### config.mk
export PLATFORM = sky130hd
export DESIGN_NAME = racmd_top
export DESIGN_NICKNAME = d
export VERILOG_FILES = /design/src/core/racmd_pkg.sv /design/src/core/racmd_resp.sv /design/src/core/racmd_top.sv
export VERILOG_INCLUDE_DIRS = /design/src /design/src/core
export SDC_FILE = /design/constraint.sdc
export NUM_CORES = 1
export LEC_CHECK = 0
export ABC_AREA = 1
export BUFFER_PORTS_ARGS = -buffer_cell sky130_fd_sc_hd__buf_2
export CAP_MARGIN = 20
export CELL_PAD_IN_SITES_DETAIL_PLACEMENT = 0
export CELL_PAD_IN_SITES_GLOBAL_PLACEMENT = 2
export CORE_MARGIN = 10
export CORE_UTILIZATION = 26
export CTS_BUF_LIST = sky130_fd_sc_hd__clkbuf_4 sky130_fd_sc_hd__clkbuf_8 sky130_fd_sc_hd__clkbuf_16
export DETAILED_ROUTE_END_ITERATION = 8
export HOLD_SLACK_MARGIN = 0.1
export PLACE_DENSITY_LB_ADDON = 0.1
export SYNTH_ARGS = -nofsm -noshare
export SYNTH_HDL_FRONTEND = slang
export SYNTH_SLANG_ARGS = --single-unit
### constraint.sdc
create_clock -name I_CLOCK -period 2.13 [get_ports I_CLOCK]
set_input_delay 0.3195 -clock I_CLOCK [delete_from_list [all_inputs] [get_ports I_CLOCK]]
set_output_delay 0.3195 -clock I_CLOCK [all_outputs]
set_load 0.02 [all_outputs]
### src/core/racmd_map.svh
`ifndef RACMD_MAP_SVH
`define RACMD_MAP_SVH

// Command codes and frame lengths.
`define RAC_CMD_RD 8'h08
`define RAC_CMD_WR 8'h09
`define RAC_RD_LEN 8'h03
`define RAC_WR_LEN3 8'h03
`define RAC_WR_LEN4 8'h04
`define RAC_REG_SIZE 8'h01
`define RAC_LEN_ZERO 8'h00
`define RAC_PAY_MAX 8'h04
`define RAC_STEP 8'h01

// Payload byte positions.
`define RAC_P_ADDR 2'h0
`define RAC_P_FLAG 2'h1
`define RAC_P_DATA 2'h2
`define RAC_P_VAL 2'h3

// Bit fields inside data bytes.
`define RAC_FLD_BIT 0
`define RAC_MOD_FLD 7:4
`define RAC_GAIN_FLD 3:0

// Register addresses.
`define RAC_ADDR_WAKE 8'h62
`define RAC_ADDR_ARC 8'h69
`define RAC_ADDR_IDX 8'h68
`define RAC_ADDR_TW 8'h3a
`define RAC_ADDR_SYNC 8'h3b
`define RAC_ADDR_PSAVE 8'h3c

// Result codes and flag values.
`define RAC_RES_OK 8'h00
`define RAC_ERR_LEN 8'h82
`define RAC_FLAG_INC 8'h01
`define RAC_IDX_ARC 8'h01

// Wake-up event values.
`define RAC_WAKE_RST 8'h00
`define RAC_WAKE_TMO 8'h01
`define RAC_WAKE_TAG 8'h02

// Reset values and protocol defaults.
`define RAC_ARC_RST 8'h00
`define RAC_IDX_RST 8'h00
`define RAC_TW_DEF 8'h52
`define RAC_ARC_14A 8'hdf
`define RAC_ARC_14B 8'h2f
`define RAC_ARC_18092 8'h5f
`define RAC_ARC_15_30 8'h53
`define RAC_ARC_15_100 8'hd3

// Modulation index in percent per nibble code.
`define RAC_MOD_C1 4'h1
`define RAC_MOD_C2 4'h2
`define RAC_MOD_C3 4'h3
`define RAC_MOD_C4 4'h4
`define RAC_MOD_C5 4'h5
`define RAC_MOD_C6 4'h6
`define RAC_MOD_CD 4'hd
`define RAC_MOD_P1 7'h0a
`define RAC_MOD_P2 7'h11
`define RAC_MOD_P3 7'h19
`define RAC_MOD_P4 7'h1e
`define RAC_MOD_P5 7'h21
`define RAC_MOD_P6 7'h24
`define RAC_MOD_PD 7'h5f
`define RAC_MOD_NONE 7'h00

// Receiver gain in dB per nibble code.
`define RAC_GAIN_C0 4'h0
`define RAC_GAIN_C1 4'h1
`define RAC_GAIN_C3 4'h3
`define RAC_GAIN_C7 4'h7
`define RAC_GAIN_CF 4'hf
`define RAC_GAIN_D0 6'h22
`define RAC_GAIN_D1 6'h20
`define RAC_GAIN_D3 6'h1b
`define RAC_GAIN_D7 6'h14
`define RAC_GAIN_DF 6'h08
`define RAC_GAIN_NONE 6'h00

// Response byte counts.
`define RAC_RESP_NONE 2'h0
`define RAC_RESP_SHORT 2'h2
`define RAC_RESP_LONG 2'h3
`define RAC_RESP_STEP 2'h1

`endif

### src/core/racmd_pkg.sv
package racmd_pkg;

  typedef logic [7:0] racmd_byte_t;

  typedef enum logic [1:0] {
    S_CMD  = 2'h0,
    S_LEN  = 2'h1,
    S_PAY  = 2'h3,
    S_EXEC = 2'h2
  } racmd_state_e;

  typedef enum logic [2:0] {
    P_14443A   = 3'h0,
    P_14443B   = 3'h1,
    P_18092    = 3'h2,
    P_15693_30 = 3'h3,
    P_15693_100 = 3'h4
  } racmd_proto_e;

endpackage

### src/core/racmd_resp.sv
`timescale 1ns/1ps
`include "racmd_map.svh"

module racmd_resp (
  // Clock and reset
  input wire logic i_clock,
  input wire logic i_arst_n,
  // Response load
  input wire logic i_start,
  input wire racmd_pkg::racmd_byte_t i_byte0,
  input wire racmd_pkg::racmd_byte_t i_byte1,
  input wire racmd_pkg::racmd_byte_t i_byte2,
  input wire logic i_three,
  output logic o_busy,
  // Byte stream to host
  output racmd_pkg::racmd_byte_t o_tx_data,
  output logic o_tx_valid,
  input wire logic i_tx_ready
);

  racmd_pkg::racmd_byte_t data_q, data_d, next1_q, next1_d, next2_q, next2_d;
  logic [1:0] left_q, left_d;

  assign o_tx_valid = (left_q != `RAC_RESP_NONE);
  assign o_busy = o_tx_valid;
  assign o_tx_data = data_q;

  always_comb begin
    data_d = data_q;
    next1_d = next1_q;
    next2_d = next2_q;
    left_d = left_q;
    if (i_start && !o_tx_valid) begin
      data_d = i_byte0;
      next1_d = i_byte1;
      next2_d = i_byte2;
      left_d = i_three ? `RAC_RESP_LONG : `RAC_RESP_SHORT;
    end else if (o_tx_valid && i_tx_ready) begin
      data_d = next1_q;
      next1_d = next2_q;
      left_d = left_q - `RAC_RESP_STEP;
    end
  end

  always_ff @(posedge i_clock or negedge i_arst_n) begin
    if (!i_arst_n) begin
      data_q <= `RAC_LEN_ZERO;
      next1_q <= `RAC_LEN_ZERO;
      next2_q <= `RAC_LEN_ZERO;
      left_q <= `RAC_RESP_NONE;
    end else begin
      data_q <= data_d;
      next1_q <= next1_d;
      next2_q <= next2_d;
      left_q <= left_d;
    end
  end

endmodule

### src/core/racmd_top.sv
// Summary of operation
// [RULE_01] Read frame is 08, length 03, address, size 01, reserved zero byte.
// [RULE_02] Read address 62 gives wake-up event, 69 gives analog RF byte.
// [RULE_03] Good read answers 00, byte count, then the register data.
// [RULE_04] Wake-up event reads 01 after timeout, 02 after tag detection.
// [RULE_05] Read with wrong length answers 82 then zero length, no data.
// [RULE_06] Host sets analog index through address 68 before reading analog byte.
// [RULE_07] Write frame is 09, length 03 or 04, address, flag, data; answer 00 00.
// [RULE_08] First write data byte is a flag selecting index auto-increment.
// [RULE_09] Index 01 selects analog byte; four-byte write also stores the value.
// [RULE_10] Analog byte holds modulation code high, receiver gain code low.
// [RULE_11] Analog value holds until next protocol selection or write; lost at power off.
// [RULE_12] Protocol selection loads DF, 2F, 5F, 53 or D3 per protocol.
// [RULE_13] Modulation codes 1,2,3,4,5,6,D mean 10,17,25,30,33,36,95 percent.
// [RULE_14] Gain codes 0,1,3,7,F mean 34,32,27,20,8 dB.
// [RULE_15] Host writes only nibbles permitted for the selected protocol.
// [RULE_16] Power-save bit clear allows reader mode; set cuts transmitter supply.
// [RULE_17] Write command also sets demodulation timing window and sync filter.
// [RULE_18] Host selects protocol, sets index, reads, writes, then reads back.
// [RULE_19] Analog index stays until a later write changes or increments it.
`timescale 1ns/1ps
`include "racmd_map.svh"

module racmd_top (
  // Clock and reset
  input wire logic I_CLOCK,
  input wire logic I_ARST_N,
  // Command bytes from host interface
  input wire racmd_pkg::racmd_byte_t I_RX_DATA,
  input wire logic I_RX_VALID,
  output logic O_RX_READY,
  // Response bytes to host interface
  output racmd_pkg::racmd_byte_t O_TX_DATA,
  output logic O_TX_VALID,
  input wire logic I_TX_READY,
  // Wake-up and protocol selection events
  input wire logic I_WAKE_BY_TIMEOUT,
  input wire logic I_WAKE_BY_TAG,
  input wire logic I_PROTO_LOAD,
  input wire logic [2:0] I_PROTO_SEL,
  // Configuration outputs
  output racmd_pkg::racmd_byte_t O_ANALOG_RF_CONFIG,
  output racmd_pkg::racmd_byte_t O_ARC_INDEX,
  output logic [6:0] O_MOD_INDEX_PCT,
  output logic [5:0] O_RX_GAIN_DB,
  output racmd_pkg::racmd_byte_t O_DEMOD_TIMING_WINDOW,
  output logic O_SYNC_ASSIST_FILTER,
  output logic O_TX_SUPPLY_POWER_SAVE_BIT
);

  racmd_pkg::racmd_state_e state_q, state_d;
  racmd_pkg::racmd_byte_t cmd_q, cmd_d, len_q, len_d, cnt_q, cnt_d;
  racmd_pkg::racmd_byte_t pay_q [4];
  racmd_pkg::racmd_byte_t pay_d [4];
  racmd_pkg::racmd_byte_t wake_q, wake_d, arc_q, arc_d, idx_q, idx_d, tw_q, tw_d;
  logic sync_q, sync_d, psave_q, psave_d;
  logic [6:0] pct_q, pct_d;
  logic [5:0] gain_q, gain_d;
  logic rx_take, rsp_busy, rsp_start, rsp_three;
  racmd_pkg::racmd_byte_t rsp_b0, rsp_b1, rsp_b2;
  logic exec_go;

  assign O_RX_READY = (state_q != racmd_pkg::S_EXEC);
  assign rx_take = I_RX_VALID && O_RX_READY;
  assign exec_go = (state_q == racmd_pkg::S_EXEC) && !rsp_busy;
  assign O_ANALOG_RF_CONFIG = arc_q;
  assign O_ARC_INDEX = idx_q;
  assign O_MOD_INDEX_PCT = pct_q;
  assign O_RX_GAIN_DB = gain_q;
  assign O_DEMOD_TIMING_WINDOW = tw_q;
  assign O_SYNC_ASSIST_FILTER = sync_q;
  assign O_TX_SUPPLY_POWER_SAVE_BIT = psave_q;

  always_comb begin
    state_d = state_q;
    cmd_d = cmd_q;
    len_d = len_q;
    cnt_d = cnt_q;
    pay_d = pay_q;
    wake_d = wake_q;
    arc_d = arc_q;
    // [RULE_19] Index holds otherwise.
    idx_d = idx_q;
    tw_d = tw_q;
    sync_d = sync_q;
    psave_d = psave_q;
    rsp_start = 1'b0;
    rsp_three = 1'b0;
    rsp_b0 = `RAC_RES_OK;
    rsp_b1 = `RAC_LEN_ZERO;
    rsp_b2 = `RAC_LEN_ZERO;
    // [RULE_04] Wake-up event capture.
    if (I_WAKE_BY_TAG) begin
      wake_d = `RAC_WAKE_TAG;
    end else if (I_WAKE_BY_TIMEOUT) begin
      wake_d = `RAC_WAKE_TMO;
    end
    case (state_q)
      racmd_pkg::S_CMD: begin
        if (rx_take) begin
          cmd_d = I_RX_DATA;
          state_d = racmd_pkg::S_LEN;
        end
      end
      racmd_pkg::S_LEN: begin
        if (rx_take) begin
          len_d = I_RX_DATA;
          cnt_d = `RAC_LEN_ZERO;
          state_d = (I_RX_DATA == `RAC_LEN_ZERO) ? racmd_pkg::S_EXEC : racmd_pkg::S_PAY;
        end
      end
      racmd_pkg::S_PAY: begin
        // Bytes past the fourth are swallowed so a long frame cannot desync the parser.
        if (rx_take) begin
          if (cnt_q < `RAC_PAY_MAX) begin
            pay_d[cnt_q[1:0]] = I_RX_DATA;
          end
          cnt_d = cnt_q + `RAC_STEP;
          if ((cnt_q + `RAC_STEP) == len_q) begin
            state_d = racmd_pkg::S_EXEC;
          end
        end
      end
      racmd_pkg::S_EXEC: begin
        if (!rsp_busy) begin
          state_d = racmd_pkg::S_CMD;
          if (cmd_q == `RAC_CMD_RD) begin
            rsp_start = 1'b1;
            // [RULE_01] Read frame decode.
            if (len_q != `RAC_RD_LEN || pay_q[`RAC_P_FLAG] != `RAC_REG_SIZE) begin
              // [RULE_05] Wrong length error.
              rsp_b0 = `RAC_ERR_LEN;
            // [RULE_02] Read address select.
            end else if (pay_q[`RAC_P_ADDR] == `RAC_ADDR_WAKE) begin
              // [RULE_03] Good read answer.
              rsp_b1 = `RAC_REG_SIZE;
              rsp_b2 = wake_q;
              rsp_three = 1'b1;
            end else if (pay_q[`RAC_P_ADDR] == `RAC_ADDR_ARC && idx_q == `RAC_IDX_ARC) begin
              rsp_b1 = `RAC_REG_SIZE;
              rsp_b2 = arc_q;
              rsp_three = 1'b1;
            end else begin
              rsp_b0 = `RAC_ERR_LEN;
            end
          end else if (cmd_q == `RAC_CMD_WR) begin
            rsp_start = 1'b1;
            if (len_q != `RAC_WR_LEN3 && len_q != `RAC_WR_LEN4) begin
              rsp_b0 = `RAC_ERR_LEN;
            end else begin
              // [RULE_07] Write decode and store.
              case (pay_q[`RAC_P_ADDR])
                `RAC_ADDR_IDX: begin
                  idx_d = pay_q[`RAC_P_DATA];
                  // [RULE_09] Value store at index.
                  if (len_q == `RAC_WR_LEN4 && pay_q[`RAC_P_DATA] == `RAC_IDX_ARC) begin
                    arc_d = pay_q[`RAC_P_VAL];
                  end
                  // [RULE_08] Index auto-increment.
                  if (pay_q[`RAC_P_FLAG] == `RAC_FLAG_INC) begin
                    idx_d = pay_q[`RAC_P_DATA] + `RAC_STEP;
                  end
                end
                // [RULE_17] Timing window write.
                `RAC_ADDR_TW: begin
                  tw_d = pay_q[`RAC_P_DATA];
                end
                // [RULE_17] Sync filter write.
                `RAC_ADDR_SYNC: begin
                  sync_d = pay_q[`RAC_P_DATA][`RAC_FLD_BIT];
                end
                // [RULE_16] Power-save bit write.
                `RAC_ADDR_PSAVE: begin
                  psave_d = pay_q[`RAC_P_DATA][`RAC_FLD_BIT];
                end
                default: begin
                end
              endcase
            end
          end
        end
      end
      default: begin
        state_d = racmd_pkg::S_CMD;
      end
    endcase
    // [RULE_12] Protocol defaults load.
    if (I_PROTO_LOAD) begin
      tw_d = `RAC_TW_DEF;
      sync_d = 1'b0;
      case (I_PROTO_SEL)
        racmd_pkg::P_14443A: arc_d = `RAC_ARC_14A;
        racmd_pkg::P_14443B: arc_d = `RAC_ARC_14B;
        racmd_pkg::P_18092: arc_d = `RAC_ARC_18092;
        racmd_pkg::P_15693_30: arc_d = `RAC_ARC_15_30;
        racmd_pkg::P_15693_100: arc_d = `RAC_ARC_15_100;
        default: arc_d = arc_q;
      endcase
    end
  end

  // Decodes follow arc_d so they line up with arc_q, not a cycle behind.
  always_comb begin
    // [RULE_10] Nibble split; [RULE_13] modulation map.
    case (arc_d[`RAC_MOD_FLD])
      `RAC_MOD_C1: pct_d = `RAC_MOD_P1;
      `RAC_MOD_C2: pct_d = `RAC_MOD_P2;
      `RAC_MOD_C3: pct_d = `RAC_MOD_P3;
      `RAC_MOD_C4: pct_d = `RAC_MOD_P4;
      `RAC_MOD_C5: pct_d = `RAC_MOD_P5;
      `RAC_MOD_C6: pct_d = `RAC_MOD_P6;
      `RAC_MOD_CD: pct_d = `RAC_MOD_PD;
      default: pct_d = `RAC_MOD_NONE;
    endcase
    // [RULE_14] Receiver gain map.
    case (arc_d[`RAC_GAIN_FLD])
      `RAC_GAIN_C0: gain_d = `RAC_GAIN_D0;
      `RAC_GAIN_C1: gain_d = `RAC_GAIN_D1;
      `RAC_GAIN_C3: gain_d = `RAC_GAIN_D3;
      `RAC_GAIN_C7: gain_d = `RAC_GAIN_D7;
      `RAC_GAIN_CF: gain_d = `RAC_GAIN_DF;
      default: gain_d = `RAC_GAIN_NONE;
    endcase
  end

  // [RULE_11] Registers are volatile.
  always_ff @(posedge I_CLOCK or negedge I_ARST_N) begin
    if (!I_ARST_N) begin
      state_q <= racmd_pkg::S_CMD;
      cmd_q <= `RAC_LEN_ZERO;
      len_q <= `RAC_LEN_ZERO;
      cnt_q <= `RAC_LEN_ZERO;
      pay_q <= '{default: `RAC_LEN_ZERO};
      wake_q <= `RAC_WAKE_RST;
      arc_q <= `RAC_ARC_RST;
      idx_q <= `RAC_IDX_RST;
      tw_q <= `RAC_TW_DEF;
      sync_q <= 1'b0;
      psave_q <= 1'b0;
      pct_q <= `RAC_MOD_NONE;
      gain_q <= `RAC_GAIN_D0;
    end else begin
      state_q <= state_d;
      cmd_q <= cmd_d;
      len_q <= len_d;
      cnt_q <= cnt_d;
      pay_q <= pay_d;
      wake_q <= wake_d;
      arc_q <= arc_d;
      idx_q <= idx_d;
      tw_q <= tw_d;
      sync_q <= sync_d;
      psave_q <= psave_d;
      pct_q <= pct_d;
      gain_q <= gain_d;
    end
  end

  racmd_resp u_resp (
    .i_clock(I_CLOCK),
    .i_arst_n(I_ARST_N),
    .i_start(rsp_start),
    .i_byte0(rsp_b0),
    .i_byte1(rsp_b1),
    .i_byte2(rsp_b2),
    .i_three(rsp_three),
    .o_busy(rsp_busy),
    .o_tx_data(O_TX_DATA),
    .o_tx_valid(O_TX_VALID),
    .i_tx_ready(I_TX_READY)
  );

  a_read_wake_ok: assert property (@(posedge I_CLOCK) disable iff (!I_ARST_N) // [RULE_03]
    exec_go && cmd_q == `RAC_CMD_RD && len_q == `RAC_RD_LEN && pay_q[`RAC_P_FLAG] == `RAC_REG_SIZE
    && pay_q[`RAC_P_ADDR] == `RAC_ADDR_WAKE |=> O_TX_VALID && O_TX_DATA == `RAC_RES_OK
    && u_resp.next1_q == `RAC_REG_SIZE && u_resp.next2_q == $past(wake_q))
    else $error("read of wake register did not answer ok and count");

  a_read_len_err: assert property (@(posedge I_CLOCK) disable iff (!I_ARST_N) // [RULE_05]
    exec_go && cmd_q == `RAC_CMD_RD && len_q != `RAC_RD_LEN
    |=> O_TX_VALID && O_TX_DATA == `RAC_ERR_LEN)
    else $error("bad read length gave no error code");

  a_wake_tag_val: assert property (@(posedge I_CLOCK) disable iff (!I_ARST_N) // [RULE_04]
    I_WAKE_BY_TAG |=> wake_q == `RAC_WAKE_TAG)
    else $error("tag wake-up not recorded");

  a_wake_tmo_val: assert property (@(posedge I_CLOCK) disable iff (!I_ARST_N) // [RULE_04]
    I_WAKE_BY_TIMEOUT && !I_WAKE_BY_TAG |=> wake_q == `RAC_WAKE_TMO)
    else $error("timeout wake-up not recorded");

  a_proto_default: assert property (@(posedge I_CLOCK) disable iff (!I_ARST_N) // [RULE_12]
    I_PROTO_LOAD && I_PROTO_SEL == racmd_pkg::P_18092
    |=> arc_q == `RAC_ARC_18092 && tw_q == `RAC_TW_DEF && !sync_q)
    else $error("protocol selection did not load defaults");

  a_arc_hold: assert property (@(posedge I_CLOCK) disable iff (!I_ARST_N) // [RULE_11]
    !I_PROTO_LOAD && !(exec_go && cmd_q == `RAC_CMD_WR) |=> $stable(arc_q))
    else $error("analog byte changed without cause");

  a_index_hold: assert property (@(posedge I_CLOCK) disable iff (!I_ARST_N) // [RULE_19]
    !exec_go |=> $stable(idx_q))
    else $error("analog index changed outside a write");

  a_index_incr: assert property (@(posedge I_CLOCK) disable iff (!I_ARST_N) // [RULE_08]
    exec_go && cmd_q == `RAC_CMD_WR && (len_q == `RAC_WR_LEN3 || len_q == `RAC_WR_LEN4)
    && pay_q[`RAC_P_ADDR] == `RAC_ADDR_IDX && pay_q[`RAC_P_FLAG] == `RAC_FLAG_INC
    |=> idx_q == $past(pay_q[`RAC_P_DATA]) + `RAC_STEP)
    else $error("index did not auto-increment");

  a_arc_store: assert property (@(posedge I_CLOCK) disable iff (!I_ARST_N) // [RULE_09]
    exec_go && cmd_q == `RAC_CMD_WR && len_q == `RAC_WR_LEN4 && pay_q[`RAC_P_ADDR] == `RAC_ADDR_IDX
    && pay_q[`RAC_P_DATA] == `RAC_IDX_ARC && !I_PROTO_LOAD |=> arc_q == $past(pay_q[`RAC_P_VAL]))
    else $error("four-byte write did not store analog byte");

  a_mod_decode: assert property (@(posedge I_CLOCK) disable iff (!I_ARST_N) // [RULE_13]
    arc_q[`RAC_MOD_FLD] == `RAC_MOD_CD |-> O_MOD_INDEX_PCT == `RAC_MOD_PD)
    else $error("modulation code D not 95 percent");

  a_gain_decode: assert property (@(posedge I_CLOCK) disable iff (!I_ARST_N) // [RULE_14]
    arc_q[`RAC_GAIN_FLD] == `RAC_GAIN_CF |-> O_RX_GAIN_DB == `RAC_GAIN_DF)
    else $error("gain code F not 8 dB");

endmodule

==> flow_metrics.py <==
metrics = {
    "status": {
        "outcome": "finished clean",
    },
    "synthesis": {
        "synth.distinct_cells": 42,
        "ys_ff_latch": 125,
        "ys_seq_area_share_pct": 51.0,
        "synth_top_area_share_pct": 48.9,
        "synth_area_per_cell_sq_um": 8.47,
        "mappedNetlistArea_sq_um": 6140,
        "syn_inst": 725,
        "netlist_top_cells_area": "dfrtp_1 49%, nand2_1 12%, o21ai_0 5.9%",
        "synth_nets": 750,
        "ys_warn_count": 0,
        "yosys.area.top_type": "dfrtp_1",
    },
    "clocking": {
        "clock-sinks": 125,
        "clockRootBuffer": "clkbuf_16",
        "cts.reportedPaths.clkPinSlew_ns": 0.06,
        "cts_tree": "done",
        "htreeDepth": 4,
        "cts_buffer_depth": 2,
        "cts_buffers": 17,
        "clkLatencyLatePin_ns": 0.42,
    },
    "drt": {
        "first_pass_iters": 4,
        "drtIter0Drc": 226,
        "routed_via_density": 4.38,
        "ant_nets": 0,
        "drc": 0,
        "post_drt_wl_per_cell_um": 15.9,
        "totalWireLength_um": 18400,
        "num_vias": 5054,
    },
    "sta": {
        "rsz0062_at_grt": "false",
        "skew_ns": 0.0174,
        "worst_slew_pin_slew_ns": 0.569,
        "hold_ws_ns": 0.198,
        "min_period_ns": 1.97,
        "fin_setup_tns_ns": 0,
        "hold_viol": 0,
        "slew_violations": 0,
        "fin_crit_sh_pct": 92.4,
        "fmax_ghz": 0.508,
        "relSlewSlack_pct": 62.0,
        "setup_viol": 0,
    },
    "grt": {
        "grt_max_degree": 55,
        "grt_usage_pct": 12.5,
        "overflow": 0,
        "antenna_found_initial": 0,
        "grt_pass1_vias": 5335,
        "grt_first_pass_wirelength_um": 30100,
    },
    "pwr": {
        "power.total_mw": 9.23,
        "power.density_nw_per_um2": 1210,
        "leakage_nw": 3.78,
        "ir_drop_v": 0.000394,
    },
    "hold_path": {
        "holdPathStages": 3,
        "min-delay-start": "I_RX_DATA[3]",
        "hold_class": "in -> reg",
        "worstHoldEndpoint": "pay_q[11]",
    },
    "floorplan": {
        "start_util_pct": 26.3,
        "die_area_sq_um": 30200,
        "die_w_um": 174,
        "die_y_um": 174,
        "fp.coreArea_sq_um": 23300,
        "rows": 56,
        "pin_count": 67,
    },
    "setup_path": {
        "worstPathMaxFanout": 7,
        "crit_arrival_ns": 2.26,
        "critPathLaunchType": "register",
        "worstReg2RegEnd": "O_MOD_INDEX_PCT[4]",
        "cpLargestDelayFamily": "simple AND/OR/NAND/NOR gates",
        "reg2reg_slack_ns": 0.16,
        "cp-end-kind": "register",
        "path_buf_inv": 1,
        "rr_startpoint": "pay_q[9]",
        "cp_cell_sequence": "inv_2, ha_1, nand2_1, nor2_4, nand3_4, nor2_8, nand2_4, nand2_1, nand3_2, nand2_4, nor2_4, nand2_4, nand3_1",
        "required_ns": 2.43,
        "r2r_cells": 13,
        "crit_type": "reg -> reg",
        "path_common_cell": "nand2_4",
        "slowest_delay_ns": 0.40,
        "slowest_stage": "dfrtp_1",
    },
    "placed_design": {
        "placed_cell_area_sq_um": 7000,
        "hpwl_um": 14000,
        "place.gp.congestion": 0.778,
        "numPortBuffers": 66,
    },
    "finish": {
        "stdcell_area_sq_um": 7660,
        "final_common_cell": "nand2_1",
        "drive_above_1_share_pct": 22.6,
        "area_delta_synth_final_pct": 24.7,
        "final_net_count": 848,
        "nFillCells": 2488,
        "antenna-diode-count": 0,
        "layout_common_cells": "191 x nand2_1, 120 x dfrtp_1, 93 x inv_1",
    },
    "flow_run": {
        "max-cap-violations": 0,
    },
}
per-layer routing:
layer	share of wire, %	global-route usage (%)	routed length (um)	vias up
met3	3.4	2.77	626	14
met4	1.0	3.56	193	0
met1	50	16.7	9260	2427
met2	45	19.7	8300	68
met5	0	0	0	-
li1	-	-	-	2545
power breakdown:
part,switching (mW),internal [mW],total [mW]
registers,0.463,3.01,3.47
clock network,1.13,1.83,2.96
logic,1.83,0.968,2.80
repair_timing:
| item | CTS | global route |
|---|---|---|
| pin swaps | 0 | 5 |
| setup endpoints to repair | 5 | 13 |
| hold buffers | 3 | 0 |
| hold endpoints to repair | 35 | 0 |
| buffers inserted | 0 | 1 |
| resized for setup | 1 | 6 |
metrics by stage:
stage	util [%]	worst slack, ns	std cells
6_report	32.8	0.161	1155
4_1_cts	32.7	0.0380	1154
3_5_place_dp	30.0	0.000165	1119
5_1_grt	32.8	0.00305	1155
3_3_place_gp	30.0	0.0184	1119
2_1_floorplan	-	0.385	725
cells by family after synthesis:
group                    Yosys count  synth area share (%)
AO/OA/AOI/OAI                    123                  11.3
XOR/XNOR                          10                  1.43
adder cells (fa/ha/maj)            7                  1.43
buffers and inverters            116                  7.44
flip-flops                       125                  51.0
AND/OR/NAND/NOR                  344                  27.3
synth_stat cells, drive strengths merged:
| cell | number |
|---|---|
| o211ai | 4 |
| and2 | 1 |
| nand4 | 10 |
| nand3 | 47 |
| ha | 7 |
| nor3 | 8 |
| o311ai | 1 |
| o22ai | 8 |
| o31ai | 6 |
| clkinv | 2 |
| dfrtp | 120 |
| dfstp | 5 |
| a22o | 1 |
| inv | 103 |
| o21bai | 3 |
| nand2 | 209 |
| or2 | 1 |
| nor4 | 4 |
| xor2 | 10 |
| o21a | 8 |
| clkbuf | 5 |
| o21ai | 84 |
| buf | 6 |
| nor2 | 59 |
| a21oi | 8 |
| nand3b | 5 |
registers in the layout (all words and copies together) (netlist names):
signal	count
O_ANALOG_RF_CONFIG	8
O_ARC_INDEX	8
O_DEMOD_TIMING_WINDOW	8
O_MOD_INDEX_PCT	7
O_RX_GAIN_DB	6
O_SYNC_ASSIST_FILTER	1
O_TX_SUPPLY_POWER_SAVE_BIT	1
cmd_q	8
cnt_q	8
len_q	8
pay_q	32
state_q	2
u_resp.left_q	2
u_resp.next1_q	8
u_resp.next2_q	8
u_resp.o_tx_data	8
wake_q	2
layout make-up:
cell class	instances	area, sq um	area share (%)
clock buffers	20	467	6.09
clock inverters	12	138	1.80
inverters	105	397	5.18
multi-input cells	484	2570	33.5
flip-flops and latches	125	3130	40.9
well taps	319	399	5.21
repair buffers	90	558	7.29
how the worst max path moves through the flow:
stage          startpoint            endpoint  slack, ns  depth (start not counted)
3_5_place_dp     pay_q[9]  O_MOD_INDEX_PCT[4]     0.0002                         13
4_1_cts          pay_q[9]  O_MOD_INDEX_PCT[0]       0.04                         13
6_report         pay_q[9]  O_MOD_INDEX_PCT[4]       0.16                         13
3_3_place_gp     pay_q[9]  O_MOD_INDEX_PCT[0]       0.02                         13
2_1_floorplan    pay_q[9]  O_MOD_INDEX_PCT[1]       0.38                         13
5_1_grt        state_q[0]  O_MOD_INDEX_PCT[0]      0.003                         12
worst reg2reg max path: stages (launching register included):
cell and delay, ns:
dfrtp_1 0.40, inv_2 0.11, ha_1 0.15, nand2_1 0.09, nor2_4 0.15, nand3_4 0.11, nor2_8 0.18, nand2_4 0.10
nand2_1 0.09, nand3_2 0.09, nand2_4 0.15, nor2_4 0.06, nand2_4 0.09, nand3_1 0.09
(Power assumes the default switching activity.)
